File: src/shared/fcb_defs.vh
// register map, field positions and timing counts of the flash/boot block
`ifndef FCB_DEFS_VH
`define FCB_DEFS_VH
`define FCB_OFF_CTRL      12'h000
`define FCB_OFF_STAT      12'h004
`define FCB_OFF_PWR       12'h008
`define FCB_OFF_EBLK      12'h00c
`define FCB_OFF_EN        12'h010
`define FCB_OFF_BOOT      12'h014
`define FCB_RST_BYTE      8'h00
`define FCB_SWE_BIT       6
`define FCB_FAULT_BIT     7
`define FCB_PDD_BIT       7
`define FCB_ENA_BIT       7
`define FCB_NBLK          5
`define FCB_BLK_SIZE_LOG  10
`define FCB_BLK4_BASE     16'h1000
`define FCB_BLK4_END_L    16'h7fff
`define FCB_BLK4_END_S    16'h3fff
`define FCB_RAM_BASE      16'hf780
`define FCB_RAM_END       16'hfeef
`define FCB_READY_STATES  8'h64
`define FCB_STRAP_LAT     2'h3
`define FCB_SYNC_BYTE     8'h00
`define FCB_ACK_BYTE      8'h55
`define FCB_BITS_PER_LOW  4'h9
`define FCB_MODE_NONE     2'h0
`define FCB_MODE_USER     2'h1
`define FCB_MODE_BOOT     2'h2
`define FCB_MODE_PROG     2'h3
`endif

File: src/rtl/fcb_sci.v
// serial port of the boot link: 8 data bits, 1 stop bit, no parity
`timescale 1ns/1ps
`default_nettype none
module fcb_sci #(
	parameter DW = 16
) (
	input  wire          pclk,
	input  wire          presetn,
	input  wire          rxd_s,
	input  wire          rx_en,
	input  wire          tx_en,
	input  wire [DW-1:0] bit_cycles,
	input  wire          tx_start,
	input  wire [7:0]    tx_data,
	output reg           rx_valid,
	output reg  [7:0]    rx_data,
	output wire          tx_busy,
	output reg           txd
);
	reg [DW-1:0] rx_cnt;
	reg [3:0]    rx_bit;
	reg          rx_act;
	reg [7:0]    rx_sh;
	reg [DW-1:0] tx_cnt;
	reg [3:0]    tx_bit;
	reg [8:0]    tx_sh;
	reg          tx_act;
	assign tx_busy = tx_act | tx_start;
	always @(posedge pclk or negedge presetn) begin
		if (!presetn) begin
			rx_cnt   <= {DW{1'b0}};
			rx_bit   <= 4'h0;
			rx_act   <= 1'b0;
			rx_sh    <= 8'h00;
			rx_valid <= 1'b0;
			rx_data  <= 8'h00;
		end else begin
			rx_valid <= 1'b0;
			if (!rx_en) begin
				rx_act <= 1'b0;
			end else if (!rx_act) begin
				if (!rxd_s) begin
					rx_act <= 1'b1;
					rx_bit <= 4'h0;
					// first sample lands mid start bit
					rx_cnt <= bit_cycles >> 1;
				end
			end else if (rx_cnt != {DW{1'b0}}) begin
				rx_cnt <= rx_cnt - {{(DW-1){1'b0}}, 1'b1};
			end else begin
				rx_cnt <= bit_cycles;
				rx_bit <= rx_bit + 4'h1;
				if (rx_bit == 4'h0 && rxd_s)
					rx_act <= 1'b0;
				else if (rx_bit >= 4'h1 && rx_bit <= 4'h8)
					rx_sh <= {rxd_s, rx_sh[7:1]};
				else if (rx_bit == 4'h9) begin
					rx_act <= 1'b0;
					// a broken stop bit drops the byte
					rx_valid <= rxd_s;
					rx_data  <= rx_sh;
				end
			end
		end
	end
	always @(posedge pclk or negedge presetn) begin
		if (!presetn) begin
			tx_cnt <= {DW{1'b0}};
			tx_bit <= 4'h0;
			tx_sh  <= 9'h1ff;
			tx_act <= 1'b0;
			txd    <= 1'b1;
		end else if (!tx_en) begin
			tx_act <= 1'b0;
			txd    <= 1'b1;
		end else if (!tx_act) begin
			if (tx_start) begin
				tx_act <= 1'b1;
				tx_sh  <= {1'b1, tx_data};
				tx_bit <= 4'h0;
				tx_cnt <= bit_cycles;
				txd    <= 1'b0;
			end
		end else if (tx_cnt != {DW{1'b0}}) begin
			tx_cnt <= tx_cnt - {{(DW-1){1'b0}}, 1'b1};
		end else begin
			tx_cnt <= bit_cycles;
			tx_bit <= tx_bit + 4'h1;
			if (tx_bit == 4'h9) begin
				tx_act <= 1'b0;
				txd    <= 1'b1;
			end else begin
				txd   <= tx_sh[0];
				tx_sh <= {1'b1, tx_sh[8:1]};
			end
		end
	end
endmodule
`default_nettype wire

File: src/rtl/fcb_top.v
// flash control registers, strap mode select and serial boot loader
//
// The implementer's own choices: the register offsets and the APB interface to the registers.
`timescale 1ns/1ps
`default_nettype none
`include "fcb_defs.vh"
module fcb_top #(
	parameter LARGE_ARRAY = 1,
	parameter BW          = 16
) (
	input  wire          pclk,
	input  wire          presetn,
	input  wire          psel,
	input  wire          penable,
	input  wire          pwrite,
	input  wire [11:0]   paddr,
	input  wire [31:0]   pwdata,
	output wire          pready,
	output reg  [31:0]   prdata,
	output reg           pslverr,
	input  wire          test_strap,
	input  wire          strap_a,
	input  wire          strap_b,
	input  wire          port_b_strap_0,
	input  wire          port_b_strap_1,
	input  wire          port_b_strap_2,
	input  wire          rxd,
	output wire          txd,
	input  wire          flash_fault,
	input  wire          subactive,
	input  wire          watchdog_overflow,
	input  wire [15:0]   flash_addr,
	output wire          erase_addr_ok,
	output wire [4:0]    erase_allow,
	output wire [5:0]    flash_op,
	output wire          flash_power_down,
	output wire [1:0]    mode,
	output reg           erase_all_req,
	input  wire          erase_all_done,
	output reg           ram_we,
	output reg  [15:0]   ram_addr,
	output reg  [7:0]    ram_wdata,
	output reg           boot_branch,
	output reg           boot_fail
);
	localparam S_IDLE  = 4'h0;
	localparam S_WAIT  = 4'h1;
	localparam S_HIGH  = 4'h2;
	localparam S_LOW   = 4'h3;
	localparam S_SEND  = 4'h4;
	localparam S_ACK   = 4'h5;
	localparam S_LENH  = 4'h6;
	localparam S_LENL  = 4'h7;
	localparam S_LOAD  = 4'h8;
	localparam S_ERASE = 4'h9;
	localparam S_RUN   = 4'ha;
	localparam S_FAIL  = 4'hb;
	localparam [15:0] RAM_SPAN = `FCB_RAM_END - `FCB_RAM_BASE + 16'h0001;
	localparam [15:0] BLK4_END = LARGE_ARRAY ? `FCB_BLK4_END_L : `FCB_BLK4_END_S;
	localparam [7:0]  READY_CNT = `FCB_READY_STATES;

	// pin synchronisers: test, a, b, pb0, pb1, pb2, rxd
	wire [6:0] pin_raw = {rxd, port_b_strap_2, port_b_strap_1, port_b_strap_0,
		strap_b, strap_a, test_strap};
	wire [6:0] pin_s;
	genvar g;
	generate
		for (g = 0; g < 7; g = g + 1) begin : g_sync
			reg s1;
			reg s2;
			always @(posedge pclk or negedge presetn) begin
				if (!presetn) begin
					s1 <= 1'b1;
					s2 <= 1'b1;
				end else begin
					s1 <= pin_raw[g];
					s2 <= s1;
				end
			end
			assign pin_s[g] = s2;
		end
	endgenerate
	wire rxd_s = pin_s[6];

	reg [6:0] ctrl;
	reg       fault;
	reg       pdd;
	reg [4:0] eblk;
	reg       acc_en;
	reg [1:0] mode_q;
	reg [1:0] lat_cnt;
	reg       mode_done;

	// strap capture a few edges after release, past the synchroniser
	// strap mode decode
	always @(posedge pclk or negedge presetn) begin
		if (!presetn) begin
			mode_q    <= `FCB_MODE_NONE;
			lat_cnt   <= 2'h0;
			mode_done <= 1'b0;
		end else if (!mode_done) begin
			lat_cnt <= lat_cnt + 2'h1;
			if (lat_cnt == `FCB_STRAP_LAT) begin
				mode_done <= 1'b1;
				if (!pin_s[0] && pin_s[1])
					mode_q <= `FCB_MODE_USER;
				else if (!pin_s[0] && !pin_s[1] && pin_s[2])
					mode_q <= `FCB_MODE_BOOT;
				else if (pin_s[0] && pin_s[5:3] == 3'h0)
					mode_q <= `FCB_MODE_PROG;
			end
		end else if (watchdog_overflow && mode_q == `FCB_MODE_BOOT) begin
			mode_q <= `FCB_MODE_USER;
		end
	end
	assign mode = mode_q;

	// apb: zero wait, read data captured in setup phase
	assign pready = 1'b1;
	wire wr_acc = psel & penable & pwrite;
	wire rd_set = psel & ~penable & ~pwrite;
	wire prot_hit = (paddr == `FCB_OFF_CTRL) | (paddr == `FCB_OFF_STAT) |
		(paddr == `FCB_OFF_PWR) | (paddr == `FCB_OFF_EBLK);
	wire mapped = prot_hit | (paddr == `FCB_OFF_EN) | (paddr == `FCB_OFF_BOOT);
	wire prot_ok = ~prot_hit | acc_en;
	wire [4:0] wb = pwdata[4:0];
	wire multi = (wb & (wb - 5'h01)) != 5'h00;
	reg  [BW-1:0] bit_cycles;
	reg  [3:0]    state;

	always @(posedge pclk or negedge presetn) begin
		if (!presetn) begin
			ctrl   <= 7'h00;
			fault  <= 1'b0;
			pdd    <= 1'b0;
			eblk   <= 5'h00;
			acc_en <= 1'b0;
		end else begin
			if (flash_fault && ctrl[5:0] != 6'h00)
				fault <= 1'b1;
			if (wr_acc && paddr == `FCB_OFF_EN)
				acc_en <= pwdata[`FCB_ENA_BIT];
			if (wr_acc && acc_en && paddr == `FCB_OFF_PWR)
				pdd <= pwdata[`FCB_PDD_BIT];
			if (wr_acc && acc_en && paddr == `FCB_OFF_CTRL) begin
				ctrl[`FCB_SWE_BIT] <= pwdata[`FCB_SWE_BIT];
				// low bits need write enable
				// error protection refuses new op bits until reset
				ctrl[5:0] <= (ctrl[`FCB_SWE_BIT] & pwdata[`FCB_SWE_BIT] & ~fault) ?
					pwdata[5:0] : 6'h00;
			end else if (!ctrl[`FCB_SWE_BIT] || fault) begin
				// error protection also drops program and erase
				ctrl[5:0] <= 6'h00;
			end
			if (!ctrl[`FCB_SWE_BIT])
				eblk <= 5'h00;
			else if (wr_acc && acc_en && paddr == `FCB_OFF_EBLK)
				eblk <= multi ? 5'h00 : wb;
		end
	end

	always @(posedge pclk or negedge presetn) begin
		if (!presetn) begin
			prdata  <= 32'h00000000;
			pslverr <= 1'b0;
		end else if (psel && !penable) begin
			pslverr <= ~mapped;
			prdata  <= 32'h00000000;
			if (rd_set && prot_ok) begin
				case (paddr)
				`FCB_OFF_CTRL: prdata[6:0] <= ctrl;
				`FCB_OFF_STAT: prdata[`FCB_FAULT_BIT] <= fault;
				`FCB_OFF_PWR:  prdata[`FCB_PDD_BIT] <= pdd;
				`FCB_OFF_EBLK: prdata[4:0] <= eblk;
				`FCB_OFF_EN:   prdata[`FCB_ENA_BIT] <= acc_en;
				`FCB_OFF_BOOT: prdata <= {{(16-BW){1'b0}}, bit_cycles,
					4'h0, state, 6'h00, mode_q};
				default:       prdata <= 32'h00000000;
				endcase
			end
		end
	end

	assign erase_allow = eblk;
	assign flash_op    = ctrl[5:0];
	wire [4:0] in_blk;
	generate
		for (g = 0; g < 4; g = g + 1) begin : g_blk
			assign in_blk[g] = flash_addr[15:`FCB_BLK_SIZE_LOG] == g;
		end
	endgenerate
	assign in_blk[4] = flash_addr >= `FCB_BLK4_BASE && flash_addr <= BLK4_END;
	assign erase_addr_ok = (in_blk & eblk) != 5'h00;
	assign flash_power_down = subactive & ~pdd;

	// boot loader
	reg  [7:0]    wait_cnt;
	reg  [3:0]    div9;
	reg  [BW-1:0] low_cnt;
	reg  [15:0]   len;
	reg           rx_en;
	reg           tx_en;
	reg           tx_start;
	wire          rx_valid;
	wire [7:0]    rx_data;
	wire          tx_busy;
	wire          in_boot = mode_q == `FCB_MODE_BOOT;

	fcb_sci #(
		.DW(BW)
	) u_sci (
		.pclk       (pclk),
		.presetn    (presetn),
		.rxd_s      (rxd_s),
		.rx_en      (rx_en),
		.tx_en      (tx_en),
		.bit_cycles (bit_cycles),
		.tx_start   (tx_start),
		.tx_data    (`FCB_SYNC_BYTE),
		.rx_valid   (rx_valid),
		.rx_data    (rx_data),
		.tx_busy    (tx_busy),
		.txd        (txd)
	);

	always @(posedge pclk or negedge presetn) begin
		if (!presetn) begin
			state         <= S_IDLE;
			wait_cnt      <= 8'h00;
			div9          <= 4'h0;
			low_cnt       <= {BW{1'b0}};
			bit_cycles    <= {BW{1'b1}};
			len           <= 16'h0000;
			rx_en         <= 1'b0;
			tx_en         <= 1'b0;
			tx_start      <= 1'b0;
			erase_all_req <= 1'b0;
			ram_we        <= 1'b0;
			ram_addr      <= `FCB_RAM_BASE;
			ram_wdata     <= 8'h00;
			boot_branch   <= 1'b0;
			boot_fail     <= 1'b0;
		end else begin
			tx_start <= 1'b0;
			ram_we   <= 1'b0;
			if (!in_boot && state != S_IDLE) begin
				state         <= S_IDLE;
				rx_en         <= 1'b0;
				tx_en         <= 1'b0;
				erase_all_req <= 1'b0;
			end else begin
				case (state)
				S_IDLE: if (in_boot) begin
					state    <= S_WAIT;
					wait_cnt <= 8'h00;
				end
				// settle before measuring
				// host may already be mid-byte: wait for a high line first
				S_WAIT: if (wait_cnt != READY_CNT - 8'h01)
					wait_cnt <= wait_cnt + 8'h01;
				else if (rxd_s)
					state <= S_HIGH;
				S_HIGH: if (!rxd_s) begin
					state   <= S_LOW;
					div9    <= 4'h1;
					low_cnt <= {BW{1'b0}};
				end
				// start bit plus eight zero bits span nine bit times
				S_LOW: if (rxd_s) begin
					bit_cycles <= low_cnt;
					tx_en      <= 1'b1;
					tx_start   <= 1'b1;
					state      <= S_SEND;
				end else if (div9 == `FCB_BITS_PER_LOW) begin
					div9    <= 4'h1;
					low_cnt <= low_cnt + {{(BW-1){1'b0}}, 1'b1};
				end else begin
					div9 <= div9 + 4'h1;
				end
				S_SEND: if (!tx_busy) begin
					rx_en <= 1'b1;
					state <= S_ACK;
				end
				S_ACK: if (rx_valid) begin
					if (rx_data == `FCB_ACK_BYTE)
						state <= S_LENH;
					else if (rx_data != `FCB_SYNC_BYTE)
						state <= S_FAIL;
				end
				S_LENH: if (rx_valid) begin
					len[15:8] <= rx_data;
					state     <= S_LENL;
				end
				S_LENL: if (rx_valid) begin
					len      <= {len[15:8], rx_data} > RAM_SPAN ?
						RAM_SPAN : {len[15:8], rx_data};
					ram_addr <= `FCB_RAM_BASE;
					state    <= S_LOAD;
				end
				S_LOAD: if (len == 16'h0000) begin
					erase_all_req <= 1'b1;
					state         <= S_ERASE;
				end else if (rx_valid) begin
					ram_we    <= 1'b1;
					ram_wdata <= rx_data;
					len       <= len - 16'h0001;
					if (ram_we)
						ram_addr <= ram_addr + 16'h0001;
				end else if (ram_we) begin
					ram_addr <= ram_addr + 16'h0001;
				end
				// stop link, keep rate, line idles high
				S_ERASE: if (erase_all_done) begin
					erase_all_req <= 1'b0;
					rx_en         <= 1'b0;
					tx_en         <= 1'b0;
					boot_branch   <= 1'b1;
					state         <= S_RUN;
				end
				S_RUN: boot_branch <= 1'b1;
				S_FAIL: begin
					boot_fail <= 1'b1;
					rx_en     <= 1'b0;
				end
				default: state <= S_IDLE;
				endcase
			end
		end
	end
endmodule
`default_nettype wire

File: config.mk
export PLATFORM = sky130hd
export DESIGN_NAME = fcb_top
export DESIGN_NICKNAME = d
export VERILOG_FILES = /design/src/rtl/fcb_sci.v /design/src/rtl/fcb_top.v
export VERILOG_INCLUDE_DIRS = /design/src /design/src/shared
export SDC_FILE = /design/constraint.sdc
export NUM_CORES = 1
export LEC_CHECK = 0
export ABC_AREA = 1
export BUFFER_PORTS_ARGS = -buffer_cell sky130_fd_sc_hd__buf_2
export CAP_MARGIN = 20
export CORE_ASPECT_RATIO = 0.7
export CORE_UTILIZATION = 50
export DETAILED_ROUTE_END_ITERATION = 8
export PLACE_DENSITY_LB_ADDON = 0.12
export SLEW_MARGIN = 20
export SYNTH_ARGS = -nofsm -noshare
export SYNTH_HDL_FRONTEND = slang
export SYNTH_SLANG_ARGS = --single-unit
export TNS_END_PERCENT = 5
File: constraint.sdc
create_clock -name pclk -period 5.57 [get_ports pclk]
set_clock_uncertainty 0.2 [all_clocks]
set_input_delay 1.114 -clock pclk [delete_from_list [all_inputs] [get_ports pclk]]
set_output_delay 1.114 -clock pclk [all_outputs]
set_load 0.005 [all_outputs]
# Yosys cells after proc, flatten, opt, wreduce, memory -nomap -nowiden
# Index checks and enable logic that the tools add are counted.
# W data, S select, Z words.
# word_totals
register_bits,231
input_bits,76
out_inout_bits,78
wordCells,340
# op_classes
n_addsub,11
order_cmp,5
n_eq_ne,59
muxes,114
bitwise,27
reduce_logical,72
# ops
cell,n
$mux W16,16
$mux W4,23
$pmux W16 S2,2
$sub A16 B1 Y16 const B,3
$pmux W4 S11,1
$mux W1,40
$mux W9,4
$add A16 B1 Y16 const B,2
$mux W32,1
$pmux W8 S2,2
$reduce_bool A16 Y1,2
$eq A4 B4 Y1 const B,7
$ne A3 B3 Y1 const B,9
$eq A12 B4 Y1 const B,2
$eq A12 B5 Y1 const B,2
$mux W24,1
$mux W8,3
$ne A2 B2 Y1 const B,12
$pmux W8 S3,1
$reduce_and A3 Y1,8
$reduce_and A5 Y1,4
$mux W6,3
$logic_and A1 B1 Y1,17
$eq A4 B3 Y1 const B,4
other kinds (50),119

# Depth between registers and ports, before layout
# Gate-level depths: netlist (run 1).
# depth
depth_word,8
ltp_mapped,12
depth_no_buf,12

# Cells and area by module
# Synthesis (run 1) repeated with hierarchy kept, for this count alone.
# hier_totals
cells_unflattened,1797
hier_area_um2,13100.1
# modules_own_cells
mod,n_inst,cells_per_inst,area_per_inst_um2,seq_area_each_um2
fcb_top,1,1186,8814.7,4001.3
fcb_sci,1,611,4285.4,1712.9

# Worst setup path before layout (run 1)
# No wires, ideal clock.
# synth_path
path_type,input-to-output
start,input port flash_addr[12]
end,output port erase_addr_ok
t_arrival_ps,1614
required_time_ps,4256
setup_slack_ps,2642
path_stages,3
n_path_buf,0
cell_sequence,nor4_1 nand3_1 nand2_1
# synth_between
elab_chain_len,4
word_cells_on_any_way,9
cone_classes,order compare: 2; eq/ne: 3; bitwise: 1; reduce/logical: 3
# synth_lines
item,line_no,text
start: declaration,fcb_top.v:32,"input wire [15:0] flash_addr,"
$ge A16 B13 Y1 (no source line) / $le A16 B15 Y1 (equally long branches),n/a,
$logic_and A1 B1 Y1,fcb_top.v:192,assign in_blk[4] = flash_addr >= `FCB_BLK4_BASE && flash_addr <= BLK4_END;
$and A5 B5 Y5 (*),fcb_top.v:193,assign erase_addr_ok = (in_blk & eblk) != 5'h00;
$reduce_bool A5 Y1 (*),fcb_top.v:193,
end: declaration,fcb_top.v:33,"output wire erase_addr_ok,"
# Mark *: on every way between the ends. The rest lies on a longest branch, timed or not.

# Worst setup path in the final report (run 1)
# Same ends and word-level chain as after synthesis.

==> results.cfg, run 1 <==
[synth]
syn_inst = 1651
synthXorXnorAreaFrac_pct = 2.17
ys_types = 50
synth_top_area_share_pct = 35.8
synth_top_family_by_area = simple AND/OR/NAND/NOR gates
synthAdderAreaFrac_pct = 1.60
ys_ff_latch = 226
synth_warnings = 0
yosys.area.top_type = dfrtp_1
syn_area_per_cell_um2 = 7.59
synthMuxAreaShare_pct = 0.180
synth_edf_count = 0
netlist_area_um2 = 12500
synthSimpleGateAreaFrac_pct = 31.9
ys_async_sr_fraction_pct = 100
synthTopCellsByArea = dfrtp_1 (36%), nand2_1 (13%), dfstp_2 (9.9%), nand3_1 (7.1%), inv_1 (5.4%)
synth-compound-area-share_pct = 9.91
synthFlopType = dfrtp_1
ys_seq_area_share_pct = 45.6

[critical_path]
worstPathRequired_ns = 4.26
r2r_end = bit_cycles[9]
slowest_stage = nor4_1
worst-path-buf-inv = 2
cp-end-kind = output pin
critical_path_depth = 5
crit_fanout = 2
cp_top_family = simple AND/OR/NAND/NOR gates
start_kind = primary input
ff2ff_path_depth = 6
cp.arrival_ns = 1.85
cp_common_cell = buf_2
startpoint = flash_addr[12]
crit_path_end = erase_addr_ok
ff2ff_setup_slack_ns = 2.75
crit_path_cell_trace = buf_2 -> nor4_1 -> nand3_1 -> nand2_1 -> buf_2
critPathKind = in2out
max_stage_delay_ns = 0.35
worstReg2RegStart = state[1]

[run]
maxCapViolations = 0

[die]
die_h_um = 134
num_rows = 48
coreArea_um2 = 24600
die_w_um = 191
die_area_um2 = 25700
initial_core_util_pct = 50.9
top_level_ports = 154

[power_and_ir_drop]
power_per_cell_area_nw_per_um2 = 356
power_leakage_nw = 6.89
peakVddDrop_mv = 0.234

[grt]
overflow = 0
antenna_found_initial = 1
grt_pass1_wl_um = 52700
grt_use_total_pct = 25.3
grt_pass1_vias = 10300
grt_max_degree = 115

[clock_network]
cts_root_buf = clkbuf_16
post_cts_buffers = 0
clk_pin_slew_ns = 0.06
clk_latency_ns = 0.54
cts-resized-gates = 0
cts_tree = built
cts_max_path_buffers = 3
hold_buffers = 0
cts_buffers = 25
cts.htree.levels = 1
cts_sinks = 226

[timing]
tns_ns = 0
period_minus_slack_ns = 3.16
slew_headroom_pct = 31.6
drv_slew = 0
rsz0062_at_grt = false
tightest_slew_ns = 1.02
setup_viol = 0
hold_viol = 0
fmax_ghz = 0.316
fin_crit_sh_pct = 56.8
whs_ns = 0.155

[drt]
routed_wl_um = 31700
drc = 0
viasPerCell = 5.32
dr.pass1.iters = 6
ant_nets = 0
drt-initial-drc-count = 992
post_drt_wl_per_cell_um = 15.2
vias = 11100

[status]
outcome = complete, no violations

[placement]
post-dp-hpwl_um = 22900
portBuffers = 114
gp_congestion = 0.939

[layout]
drive_gt1_share_pct = 16.2
antenna_cells = 0
area_delta_synth_final_pct = 12.5
nNetsFinal = 1840

[hold_path]
min_path_cells = 0
hp-class = reg2reg
[sequential cells by signal, summed over array words and instances (netlist names), 2 cells and up]
register	flops
ram_addr	16
u_sci.rx_sh	8
len	16
state	4
g_sync.s1	7
u_sci.tx_bit	4
u_sci.rx_cnt	16
u_sci.rx_data	8
bit_cycles	16
lat_cnt	2
div9	4
u_sci.tx_sh	8
low_cnt	16
prdata	28
u_sci.rx_bit	4
g_sync.s2	7
ram_wdata	8
mode	2
erase_allow	5
u_sci.tx_cnt	16
ctrl	7
wait_cnt	8
[Yosys cell counts, types with 17 or more instances]
| cell type | n |
|---|---|
| o21ai_0 | 83 |
| nor3_1 | 32 |
| nor2_1 | 178 |
| o21ai_1 | 37 |
| buf_4 | 17 |
| nand4_1 | 30 |
| xor2_1 | 21 |
| nand3_1 | 178 |
| inv_1 | 181 |
| dfstp_2 | 47 |
| dfrtp_1 | 179 |
| a21oi_1 | 52 |
| nand2_1 | 435 |
[layout by cell type, fill, tap and decap left out, types with 10 or more instances in the layout]
cell type	instances
nor3_1	32
nand3_1	178
o211ai_1	13
xor2_1	21
xnor2_1	10
nor2_1	177
nand2_2	13
clkbuf_16	25
buf_2	113
inv_2	14
inv_1	180
a21oi_1	52
nor2_2	15
dfstp_2	47
ha_1	16
nand2_1	435
nand4_1	30
o21ai_0	83
dfrtp_1	179
o21ai_1	37
[area by class of cell]
class | count | area, µm²
Clock buffer | 29 | 681
Clock inverter | 17 | 186
Fill cell | 2316 | 10500
Inverter | 196 | 737
Multi-Input combinational cell | 1181 | 5760
Sequential cell | 226 | 5710
Tap cell | 325 | 407
Timing Repair Buffer | 118 | 611
[power breakdown]
part	internal (W)	leakage [nW]	switching (W)
Clock	0.000990	0.415	0.000739
Sequential	0.00181	2.94	0.000161
Combinational	0.000415	3.54	0.000900
Total	0.00321	6.89	0.00180
[through the flow]
stage / utilization (%) / power, W / std cells / cell area [µm²] / setup slack (ns)
finish: 57.2 / 0.00501 / 2092 / 14100 / 2.41
detailed placement: 53.7 / 0.00329 / 2046 / 13200 / 2.28
CTS: 57.2 / 0.00504 / 2092 / 14100 / 2.40
global route: 57.2 / 0.00531 / 2092 / 14100 / 2.28
floorplan: - / 0.00297 / 1654 / 12500 / 2.64
global placement: 53.7 / 0.00326 / 2046 / 13200 / 2.38
[per-layer routing]
| metal | track usage (%) | wire, µm | vias up |
|---|---|---|---|
| met5 | 0 | 13 | - |
| met4 | 4.85 | 564 | 2 |
| met3 | 4.21 | 1920 | 47 |
| met2 | 36.0 | 12800 | 334 |
| met1 | 40.2 | 16500 | 5218 |
| li1 | - | - | 5523 |
[worst min path at each step]
stage                 start           end  slack [ns]
6_report       g_sync[2].s1  g_sync[2].s2        0.15
2_1_floorplan  g_sync[0].s1  g_sync[0].s2        0.15
3_5_place_dp   g_sync[1].s1  g_sync[1].s2        0.15
5_1_grt        g_sync[2].s1  g_sync[2].s2        0.16
4_1_cts        g_sync[1].s1  g_sync[1].s2        0.15
3_3_place_gp   g_sync[2].s1  g_sync[2].s2        0.15
[cell families after synthesis]
logic type / Yosys count
mux: 2
fa+ha+maj: 16
buf+inv: 247
flops: 226
other cells: 2
xor+xnor: 31
simple gates: 907
compound gates: 220
(Power assumes the default switching activity.)
==> inputs of run 2 (changes only) <==
clock period = 2.8 ns   (was 5.57 ns; I/O delays follow)
==> results.cfg, run 2 (synthesis results as in run 1) <==
[die]
coreArea_um2 = 24600
die_area_um2 = 25700
die_w_um = 191
initial_core_util_pct = 50.9
num_rows = 48
top_level_ports = 154
die_h_um = 134

[drt]
ant_nets = 0
routed_wl_um = 32000
vias = 11200
drc = 0
viasPerCell = 5.30
dr.pass1.iters = 5
post_drt_wl_per_cell_um = 15.1
drt-initial-drc-count = 933

[run]
maxCapViolations = 0

[clock_network]
cts_buffers = 24
cts_tree = built
cts_max_path_buffers = 3
clk_pin_slew_ns = 0.06
cts_sinks = 226
post_cts_buffers = 0
cts.htree.levels = 1
cts-resized-gates = 0
hold_buffers = 8
cts_root_buf = clkbuf_16
clk_latency_ns = 0.54

[power_and_ir_drop]
power_per_cell_area_nw_per_um2 = 700
peakVddDrop_mv = 0.484
power_leakage_nw = 7.00

[critical_path]
cp_top_family = simple AND/OR/NAND/NOR gates
max_stage_delay_ns = 0.37
cp_common_cell = nand2_1
cp-end-kind = flop
cp.arrival_ns = 2.50
slowest_stage = dfrtp_1
crit_path_cell_trace = inv_1 -> ha_1 -> nand2_1 -> nor2_1 -> nand3_2 -> nand2_1 -> inv_2 -> o211ai_1 -> nand2_1
start_kind = flop
worstPathRequired_ns = 3.01
worst-path-buf-inv = 2
crit_fanout = 11
critPathKind = reg2reg

[grt]
grt_pass1_wl_um = 52900
grt_max_degree = 72
grt_use_total_pct = 25.5
antenna_found_initial = 0
overflow = 0
grt_pass1_vias = 10200

[placement]
gp_congestion = 0.937
post-dp-hpwl_um = 23200
portBuffers = 114

[timing]
fmax_ghz = 0.436
tightest_slew_ns = 0.799
whs_ns = 0.0605
drv_slew = 0
hold_viol = 0
fin_crit_sh_pct = 82.0
tns_ns = 0
setup_viol = 0
period_minus_slack_ns = 2.30
slew_headroom_pct = 46.5
rsz0062_at_grt = false

[layout]
drive_gt1_share_pct = 16.4
nNetsFinal = 1860
area_delta_synth_final_pct = 14.3
regMostFlops = prdata
final_cell_mix = nand2_1 (435), inv_1 (181), dfrtp_1 (179), nand3_1 (178), nor2_1 (177)
largest_register_ffs = 28
final_common_cell = nand2_1

[hold_path]
hp-class = in2reg

[status]
outcome = complete, no violations
run 2: changes by cell type in the layout (fill, tap and decap cells not counted), sizes merged:
| cell | before | now |
|---|---|---|
| diode | 0 | 1 |
| buf | 118 | 131 |
| inv | 199 | 195 |
| clkbuf | 29 | 32 |
| dlygate4sd3 | 0 | 8 |
| clkinv | 8 | 5 |
| bufinv | 2 | 4 |
run 2: area by class of cell:
cell class | instances | area, µm²
Sequential cell | 226 | 5710
Timing Repair Buffer | 139 | 838
Antenna cell | 1 | 2.50
Fill cell | 2282 | 10300
Clock inverter | 12 | 185
Inverter | 196 | 737
Tap cell | 325 | 407
Multi-Input combinational cell | 1181 | 5760
Clock buffer | 32 | 671
run 2: routing by layer:
metal / vias to the layer above / wire [µm] / global-route usage [%]
met1: 5286 / 16500 / 40.6
met5: - / 0 / 0
met4: 0 / 397 / 4.28
li1: 5577 / - / -
met2: 296 / 13100 / 36.3
met3: 32 / 2030 / 4.26
run 2: where the power goes:
part / switching (W) / internal [W]
registers: 0.000325 / 0.00360
clock network: 0.00139 / 0.00206
logic: 0.00179 / 0.000862
run 2: path summary, 6_finish.rpt:
check	end	slack, ns	startpoint	cells past startpoint
worst max-delay path	len[6]	0.50	len[0]	9
worst min-delay path	fault	0.06	flash_fault	3
worst max register to register	len[6]	0.50	len[0]	9
worst min register to register	g_sync[3].s2	0.15	g_sync[3].s1	0
max in group asynchronous	bit_cycles[1]	1.25	presetn	3
min in group asynchronous	ram_addr[6]	0.39	presetn	2
run 2: metrics by stage:
| step | cells | util, % | instance area, µm² | power (W) | setup WS (ns) |
|---|---|---|---|---|---|
| final | 2112 | 58.1 | 14300 | 0.0100 | 0.504 |
| after global routing | 2111 | 58.1 | 14300 | 0.0106 | 0.272 |
| after CTS | 2111 | 58.1 | 14300 | 0.0101 | 0.499 |
| after detailed placement | 2059 | 54.3 | 13400 | 0.00657 | 0.278 |
| after global placement | 2059 | 54.3 | 13400 | 0.00653 | 0.326 |
| after floorplan | 1654 | - | 12500 | 0.00590 | 0.876 |
run 2: worst min-delay path: stages:
cell     delay [ns]
buf_2          0.08
o31ai_1        0.07
nand2_1        0.06
